==> config.mk <==
export PLATFORM = sky130hd
export DESIGN_NAME = ethernet_interrupt_status_bank
export DESIGN_NICKNAME = d
export VERILOG_FILES = /design/src/design/irq_status_pkg.sv /design/src/design/ethernet_interrupt_status_bank.sv
export SDC_FILE = /design/constraint.sdc
export NUM_CORES = 1
export LEC_CHECK = 0
export BUFFER_PORTS_ARGS = -buffer_cell sky130_fd_sc_hd__buf_4
export CORE_UTILIZATION = 55
export CTS_CLUSTER_DIAMETER = 120
export CTS_CLUSTER_SIZE = 12
export DETAILED_ROUTE_END_ITERATION = 7
export GPL_TIMING_DRIVEN = 0
export PLACE_DENSITY = 0.8
export SETUP_SLACK_MARGIN = 0.3
export SLEW_MARGIN = 30
export SYNTH_ARGS = -nofsm -noshare
export SYNTH_HDL_FRONTEND = slang
export SYNTH_SLANG_ARGS = --single-unit
==> constraint.sdc <==
create_clock -name ref_clk_i -period 3.05 [get_ports ref_clk_i]
set_input_delay 0.7625 -clock ref_clk_i [delete_from_list [all_inputs] [get_ports ref_clk_i]]
set_output_delay 0.7625 -clock ref_clk_i [all_outputs]
set_load 0.005 [all_outputs]
==> src/design/irq_status_pkg.sv <==
// Constants shared by the Ethernet interrupt status bank
package irq_status_pkg;
  // Register byte offsets
  localparam logic [7:0] OFS_IRQ_CONFIG = 8'h54;
  localparam logic [7:0] OFS_STATUS = 8'h58;
  localparam logic [7:0] OFS_ENABLE = 8'h5C;
  localparam logic [7:0] OFS_BYTE_TEST = 8'h64;
  localparam logic [7:0] OFS_FIFO_LEVEL = 8'h68;
  localparam logic [7:0] OFS_RX_CONFIG = 8'h6C;
  localparam logic [7:0] OFS_GP_PIN_CONFIG = 8'h88;
  // Status bit positions
  localparam int BIT_SW = 31;
  localparam int BIT_TX_HALT = 25;
  localparam int BIT_RX_HALT = 24;
  localparam int BIT_DROP_MID = 23;
  localparam int BIT_TX_DONE = 21;
  localparam int BIT_RX_DMA = 20;
  localparam int BIT_TIMER = 19;
  localparam int BIT_PHY = 18;
  localparam int BIT_POWER = 17;
  localparam int BIT_TXS_OVF = 16;
  localparam int BIT_RX_WDOG = 15;
  localparam int BIT_RX_ERR = 14;
  localparam int BIT_TX_ERR = 13;
  localparam int BIT_TXD_OVR = 10;
  localparam int BIT_TX_SPACE = 9;
  localparam int BIT_TXS_FULL = 8;
  localparam int BIT_TXS_LEVEL = 7;
  localparam int BIT_DROPPED = 6;
  localparam int BIT_RXS_FULL = 4;
  localparam int BIT_RXS_LEVEL = 3;
  // Write-one-to-clear bits, and all defined bits (adds the PHY bit)
  localparam logic [31:0] STATUS_W1C_MASK = 32'h83BB_E7DF;
  localparam logic [31:0] STATUS_DEF_MASK = 32'h83BF_E7DF;
  // Config register fields
  localparam int CFG_OUT_EN_BIT = 8;
  localparam int CFG_MASTER_BIT = 12;
  localparam int DMA_CNT_LSB = 16;
  localparam int GP_POL_LSB = 8;
  // Reset values and fixed patterns
  localparam logic [7:0] TX_SPACE_LEVEL_RESET = 8'h48;
  localparam logic [31:0] BYTE_TEST_VALUE = 32'h8765_4321;
  localparam logic [31:0] DROP_MID_BEFORE = 32'h7FFF_FFFF;
  localparam logic [31:0] DROP_MID_AFTER = 32'h8000_0000;
  localparam logic [15:0] TIMER_WRAP_VALUE = 16'hFFFF;
  localparam logic [15:0] WATCHDOG_BYTES = 16'h0800;
endpackage

==> src/design/ethernet_interrupt_status_bank.sv <==
// Ethernet interrupt status bank with Avalon-MM register slave
// Notes on behaviour
// - Writing one clears status bit; zero keeps
// - Bit 31 sets when software enable rises
// - Bit 25 sets when stopped transmitter halts
// - Bit 24 sets when receiver halts
// - Bit 23 sets at drop counter midpoint
// - Bit 21 sets on notify buffer loaded
// - Bit 20 sets when DMA count exhausted
// - Bit 19 sets on timer wrap to FFFF
// - Bit 18 mirrors transceiver source, read-only
// - Bit 17 sets on power event always
// - Only byte test write ends low power
// - Power status never delayed by hold-off
// - Bit 16 sets on status FIFO overflow
// - Bit 15 sets on frame over 2048
// - Bit 14 sets on receive error
// - Bit 13 sets on transmit error
// - Bit 10 sets on write to full FIFO
// - Bit 9 sets when space exceeds threshold
// - Bits 8 and 4 set on full
// - Bits 7 and 3 set on level
// - Bit 6 sets on dropped frame
// - Bits 2-0 latch selected pin events
// - Status records events regardless of mask
// - Master indication is any enabled status
`timescale 1ns/1ns
`default_nettype none
module ethernet_interrupt_status_bank
  import irq_status_pkg::*;
(
  input wire logic ref_clk_i,
  input wire logic rst_n_i,
  input wire logic ce_i,
  input wire logic [7:0] address_i,
  input wire logic read_i,
  input wire logic write_i,
  input wire logic [31:0] writedata_i,
  input wire logic [3:0] byteenable_i,
  output logic [31:0] readdata_o,
  output logic waitrequest_o,
  input wire logic stop_tx_i,
  input wire logic tx_halted_i,
  input wire logic rx_halted_i,
  input wire logic [31:0] drop_counter_i,
  input wire logic tx_buffer_loaded_i,
  input wire logic completion_notify_flag_i,
  input wire logic rx_word_read_i,
  input wire logic [15:0] timer_value_i,
  input wire logic line_transceiver_irq_i,
  input wire logic power_event_i,
  input wire logic enter_low_power_i,
  input wire logic tx_status_overflow_i,
  input wire logic rx_frame_done_i,
  input wire logic [15:0] rx_frame_bytes_i,
  input wire logic rx_error_i,
  input wire logic tx_error_i,
  input wire logic tx_data_write_i,
  input wire logic tx_data_full_i,
  input wire logic [7:0] tx_free_blocks_i,
  input wire logic tx_status_full_i,
  input wire logic rx_status_full_i,
  input wire logic [7:0] tx_status_used_i,
  input wire logic [7:0] rx_status_used_i,
  input wire logic frame_dropped_i,
  input wire logic [2:0] general_pins_i,
  output logic master_irq_o,
  output logic irq_o,
  output logic low_power_o
);

  typedef struct packed {
    logic [31:0] status;
    logic [31:0] enable;
    logic out_en;
    logic [7:0] tx_space_level;
    logic [7:0] tx_status_level;
    logic [7:0] rx_status_level;
    logic [11:0] dma_count;
    logic [2:0] gp_enable;
    logic [2:0] gp_rising;
    logic sleeping;
    logic ack;
    logic [31:0] rdata;
    logic halt_q;
    logic rx_halt_q;
    logic [31:0] drop_q;
    logic [15:0] timer_q;
    logic space_q;
    logic txs_full_q;
    logic rxs_full_q;
    logic txs_lvl_q;
    logic rxs_lvl_q;
    logic [2:0] gp_s1;
    logic [2:0] gp_s2;
    logic [2:0] gp_s3;
    logic [2:0] gp_level;
  } state_t;

  state_t cur;
  state_t next_cur;

  logic req;
  logic take;
  logic [31:0] status_view;
  logic [31:0] bmask;
  logic [31:0] events;
  logic [31:0] clear;
  logic [31:0] rd_mux;
  logic tx_space_now;
  logic txs_lvl_now;
  logic rxs_lvl_now;
  logic [2:0] gp_agree;
  logic [2:0] gp_change;

  // Transaction takes effect on the cycle waitrequest is low
  assign req = read_i | write_i;
  assign take = req & cur.ack;
  assign waitrequest_o = req & ~cur.ack;
  assign bmask = {{8{byteenable_i[3]}}, {8{byteenable_i[2]}},
                  {8{byteenable_i[1]}}, {8{byteenable_i[0]}}};

  // Transceiver bit is a live view of its source, not stored
  assign status_view = (cur.status & STATUS_W1C_MASK)
                     | ({31'h0, line_transceiver_irq_i} << BIT_PHY);

  // Threshold comparisons for level sources
  assign tx_space_now = tx_free_blocks_i > cur.tx_space_level;
  assign txs_lvl_now = tx_status_used_i > cur.tx_status_level;
  assign rxs_lvl_now = rx_status_used_i > cur.rx_status_level;

  // Pin level changes once the two later sync stages agree
  assign gp_agree = ~(cur.gp_s2 ^ cur.gp_s3);
  assign gp_change = gp_agree & (cur.gp_s3 ^ cur.gp_level);

  // Source events as single-cycle pulses; levels are edge-detected
  always_comb begin
    events = 32'h0;
    events[BIT_SW] = take & write_i & (address_i == OFS_ENABLE)
      & byteenable_i[3] & writedata_i[BIT_SW] & ~cur.enable[BIT_SW];
    events[BIT_TX_HALT] = (stop_tx_i & tx_halted_i) & ~cur.halt_q;
    events[BIT_RX_HALT] = rx_halted_i & ~cur.rx_halt_q;
    events[BIT_DROP_MID] = (cur.drop_q == DROP_MID_BEFORE)
      & (drop_counter_i == DROP_MID_AFTER);
    events[BIT_TX_DONE] = tx_buffer_loaded_i
      & completion_notify_flag_i;
    events[BIT_RX_DMA] = rx_word_read_i
      & (cur.dma_count == 12'h001);
    events[BIT_TIMER] = (cur.timer_q == 16'h0000)
      & (timer_value_i == TIMER_WRAP_VALUE);
    events[BIT_POWER] = power_event_i;
    events[BIT_TXS_OVF] = tx_status_overflow_i;
    events[BIT_RX_WDOG] = rx_frame_done_i
      & (rx_frame_bytes_i > WATCHDOG_BYTES);
    events[BIT_RX_ERR] = rx_error_i;
    events[BIT_TX_ERR] = tx_error_i;
    events[BIT_TXD_OVR] = tx_data_write_i & tx_data_full_i;
    events[BIT_TX_SPACE] = tx_space_now & ~cur.space_q;
    events[BIT_TXS_FULL] = tx_status_full_i & ~cur.txs_full_q;
    events[BIT_RXS_FULL] = rx_status_full_i & ~cur.rxs_full_q;
    events[BIT_TXS_LEVEL] = txs_lvl_now & ~cur.txs_lvl_q;
    events[BIT_RXS_LEVEL] = rxs_lvl_now & ~cur.rxs_lvl_q;
    events[BIT_DROPPED] = frame_dropped_i;
    events[2:0] = gp_change & cur.gp_enable
      & ~(cur.gp_s3 ^ cur.gp_rising);
  end

  // Write-one-to-clear request for status
  assign clear = (take & write_i & (address_i == OFS_STATUS))
               ? (writedata_i & bmask & STATUS_W1C_MASK) : 32'h0;

  // Read data multiplexer, unmapped offsets read zero
  always_comb begin
    case (address_i)
      OFS_IRQ_CONFIG: rd_mux = {19'h0, master_irq_o, 3'h0, cur.out_en, 8'h0};
      OFS_STATUS: rd_mux = status_view;
      OFS_ENABLE: rd_mux = cur.enable;
      OFS_BYTE_TEST: rd_mux = BYTE_TEST_VALUE;
      OFS_FIFO_LEVEL: rd_mux = {cur.tx_space_level, cur.tx_status_level,
                                8'h0, cur.rx_status_level};
      OFS_RX_CONFIG: rd_mux = {4'h0, cur.dma_count, 16'h0};
      OFS_GP_PIN_CONFIG: rd_mux = {21'h0, cur.gp_rising, 5'h0, cur.gp_enable};
      default: rd_mux = 32'h0;
    endcase
  end

  // Next-state logic for every register of the block
  always_comb begin
    next_cur = cur;
    next_cur.ack = req & ~cur.ack;
    if (read_i & ~cur.ack) begin
      next_cur.rdata = rd_mux;
    end
    // Set has priority over the same-cycle clear
    next_cur.status = ((cur.status & ~clear) | events)
                    & STATUS_W1C_MASK;
    next_cur.halt_q = stop_tx_i & tx_halted_i;
    next_cur.rx_halt_q = rx_halted_i;
    next_cur.drop_q = drop_counter_i;
    next_cur.timer_q = timer_value_i;
    next_cur.space_q = tx_space_now;
    next_cur.txs_full_q = tx_status_full_i;
    next_cur.rxs_full_q = rx_status_full_i;
    next_cur.txs_lvl_q = txs_lvl_now;
    next_cur.rxs_lvl_q = rxs_lvl_now;
    next_cur.gp_s1 = general_pins_i;
    next_cur.gp_s2 = cur.gp_s1;
    next_cur.gp_s3 = cur.gp_s2;
    next_cur.gp_level = cur.gp_level ^ gp_change;
    // DMA counter counts words down; a write overrides it
    if (rx_word_read_i && cur.dma_count != 12'h000) begin
      next_cur.dma_count = cur.dma_count - 12'h001;
    end
    // Sleep request comes from the power block; only a byte test write wakes
    if (enter_low_power_i) begin
      next_cur.sleeping = 1'b1;
    end
    if (take & write_i) begin
      case (address_i)
        OFS_IRQ_CONFIG: begin
          if (byteenable_i[1]) begin
            next_cur.out_en = writedata_i[CFG_OUT_EN_BIT];
          end
        end
        OFS_ENABLE: begin
          next_cur.enable = (cur.enable & ~bmask)
                          | (writedata_i & bmask & STATUS_DEF_MASK);
        end
        OFS_BYTE_TEST: begin
          next_cur.sleeping = 1'b0;
        end
        OFS_FIFO_LEVEL: begin
          if (byteenable_i[3]) next_cur.tx_space_level = writedata_i[31:24];
          if (byteenable_i[2]) next_cur.tx_status_level = writedata_i[23:16];
          if (byteenable_i[0]) next_cur.rx_status_level = writedata_i[7:0];
        end
        OFS_RX_CONFIG: begin
          if (byteenable_i[3] & byteenable_i[2]) begin
            next_cur.dma_count = writedata_i[DMA_CNT_LSB +: 12];
          end
        end
        OFS_GP_PIN_CONFIG: begin
          if (byteenable_i[0]) next_cur.gp_enable = writedata_i[2:0];
          if (byteenable_i[1]) begin
            next_cur.gp_rising = writedata_i[GP_POL_LSB +: 3];
          end
        end
        default: begin
        end
      endcase
    end
  end

  // State register; clock enable freezes everything
  always_ff @(posedge ref_clk_i or negedge rst_n_i) begin
    if (!rst_n_i) begin
      cur <= '0;
      cur.tx_space_level <= TX_SPACE_LEVEL_RESET;
    end else if (ce_i) begin
      cur <= next_cur;
    end
  end

  // Master indication ignores output enable; no hold-off exists, so the
  // power bit reaches the output undelayed
  assign master_irq_o = |(status_view & cur.enable);
  assign irq_o = master_irq_o & cur.out_en;
  assign readdata_o = cur.rdata;
  assign low_power_o = cur.sleeping;
endmodule // ethernet_interrupt_status_bank
`default_nettype wire

==> impl_metrics.yaml <==
yosys:
  synth_edf_count: 0
  yosysTopAreaCellShare_pct: 50.6
  synth_seq_cells: 198
  avgSynthCellArea_sq_um: 10.7
  ys_warn_count: 0
  ys_types: 62
  synth_top_area_cell: "dfrtp_1"
  synthArstFlopShare_pct: 100
  syn_nets: 1088
  ys_top_cells_by_area: "dfrtp_1 51%, mux2_2 10%, nand2_1 4.0%"
  yosysSeqAreaShare_pct: 51.2
  synthesis.area_sq_mm: 0.00969
  netlist_instances: 903
  yosys_most_used_dff: "dfrtp_1"
sta:
  slew_viol_final: 0
  setup_slack_ps: 248
  final-setup-viol-count: 0
  fin_crit_sh_pct: 91.9
  worst_slew_pin_slew_ps: 925
  relSlewSlack_pct: 37.8
  report.final.hold_viol_count: 0
  max_freq_mhz: 357
  period_needed_ps: 2800
  skew_ps: 7.04
  rsz0062_at_grt: "yes"
clock_network:
  cts_tree: "yes"
  root_buffer: "clkbuf_16"
  htreeDepth: 4
  clkLatencyLatePin_ps: 430
  numClockSinks: 198
  cts_buffers: 17
  cts.reportedPaths.clkPinSlew_ps: 70
  clockBufferDepth: 2
placement:
  numPortBuffers: 190
  placed_cell_area_sq_mm: 0.0115
  place_congestion: 0.928
  dp_cells: 1320
  preCtsSetupSlack_ps: -48.9
  detailed_place_hpwl_mm: 20.1
drt:
  ant_nets: 0
  vias_per_cell: 6.12
  vias: 8273
  dr.first_iter.drc_count: 676
  routedWlPerCell_microns: 20.1
  first_pass_iters: 5
  drc: 0
  wl_mm: 27.2
finish:
  final_cell_mix: "220 x buf_4, 196 x dfrtp_1, 104 x nand2_1, 89 x mux2_2, 57 x o21ai_0"
  fillers: 1270
  multi_input_area_sq_mm: 0.00417
  fin_area_sq_mm: 0.0121
  num_antenna_cells: 0
  seq_area_sq_mm: 0.00496
  final_common_cell: "buf_4"
  utilization_pct: 70.0
  layout.nets: 1299
  stdcell_count: 1352
  drive_above_1_share_pct: 32.4
  synthToLayoutAreaGrowth_pct: 24.6
worst_setup_path:
  cp_cell_sequence: "a222oi_1 -> nand3_1 -> nor3_4 -> nor2b_1 -> buf_4"
  reg2reg_slack_ps: 570
  critPathKind: "reg2out"
  slowest_stage: "a222oi_1"
  cp_top_family: "compound AO/OA/AOI/OAI gates"
  required_ps: 2290
  crit_buf_inv: 1
  crit_fanout: 3
  crit_arrival_ps: 2040
  end_kind: "primary output"
  r2r-start: "cur[107]"
  cpPeakStageDelay_ps: 550
  crit_path_start_kind: "flip-flop"
floorplanning:
  die_area_sq_mm: 0.0181
  rows: 48
  coreArea_sq_mm: 0.0172
  dieWidth_microns: 135
  ios: 194
  die_h_microns: 135
  initial_core_util_pct: 56.2
run:
  cap_violations: 0
power:
  vdd_drop_max_v: 0.000417
  p_leak_nw: 5.60
  finalPower_mw: 6.10
  p_per_area_mw_per_mm2: 506
global_route:
  grt_usage_pct: 31.4
  grt_pass1_wl_mm: 43.0
  grt_pass1_vias: 7962
  antenna_found_initial: 0
  grt.overflow.total: 0
  grt_max_degree: 80
min_path:
  hp-class: "in2async"
run_status:
  status: "completed"
[cell usage after synthesis, types with 3 or more instances]
cell	n
a21o_1	7
a21oi_1	44
a221oi_1	13
a222oi_1	5
a22o_1	17
a22oi_1	21
a2bb2oi_1	3
a31oi_1	3
a32o_1	8
and2_1	8
and3_1	3
buf_2	4
buf_4	32
clkbuf_1	32
dfrtp_1	196
ha_1	27
inv_1	44
mux2_2	89
nand2_1	104
nand3_1	13
nand4_1	25
nand4b_1	4
nor2_1	28
nor2b_1	10
nor3_1	13
nor4_1	14
nor4b_1	4
o21ai_0	57
o21ai_1	12
o22a_1	4
o22ai_1	5
o2bb2ai_1	7
o31ai_1	3
or4b_2	3
[power by group]
group | leakage, nW | internal (mW) | switching [mW] | total, mW
Sequential | 2.43 | 2.81 | 0.204 | 3.01
Clock | 0.277 | 1.26 | 0.994 | 2.25
Combinational | 2.90 | 0.414 | 0.422 | 0.836
Total | 5.60 | 4.48 | 1.62 | 6.10
[area by class of cell]
class,count,area share [%]
Buffer,72,3.41
Clock buffer,22,3.85
Clock inverter,10,1.02
Inverter,44,1.37
Multi-Input combinational cell,589,34.6
Sequential cell,198,41.1
Tap cell,225,2.33
Timing Repair Buffer,192,12.4
[worst paths after layout]
kind	cells after the start	endpoint
min reg2reg	1	cur[200]
min	1	readdata_o[23]
max reg2reg	8	cur[112]
max	5	irq_o
min in group ref_clk_i	1	cur[200]
max in group asynchronous	3	asynchronous set/reset pin
[cells by family (layout without fill, tap and decap cells)]
group / after synthesis / in the layout / share of synthesized area, %
and+or+nand+nor: 247 / 247 / 13.2
AOI/OAI and AO/OA: 226 / 226 / 15.9
DFF: 198 / 198 / 51.2
buffers and inverters: 116 / 340 / 5.94
muxes: 89 / 89 / 10.3
adders and majority gates: 27 / 27 / 3.49
[metrics by stage]
stage	TNS, ps	hold slack (ps)
final	0	258
after global routing	0	286
after CTS	0	268
after detailed placement	-48.9	429
after global placement	-14790	420
after floorplan	0	416
[repair_timing]
action / CTS / global route
endpoints found under the setup margin: 2 / 3
gates cloned: 0 / 0
pin swaps: 2 / 1
resized for setup: 2 / 2
buffers inserted: 0 / 0
hold buffers: 0 / 0
[layer usage]
metal | up-vias | wire length [microns] | global-route usage [%]
met5 | - | 0 | 0
met4 | 0 | 705 | 12.0
met3 | 59 | 2670 | 7.51
met2 | 442 | 12800 | 49.1
met1 | 4050 | 11000 | 42.6
li1 | 3722 | - | -
Note: power is estimated with default switching activity, not from simulation.
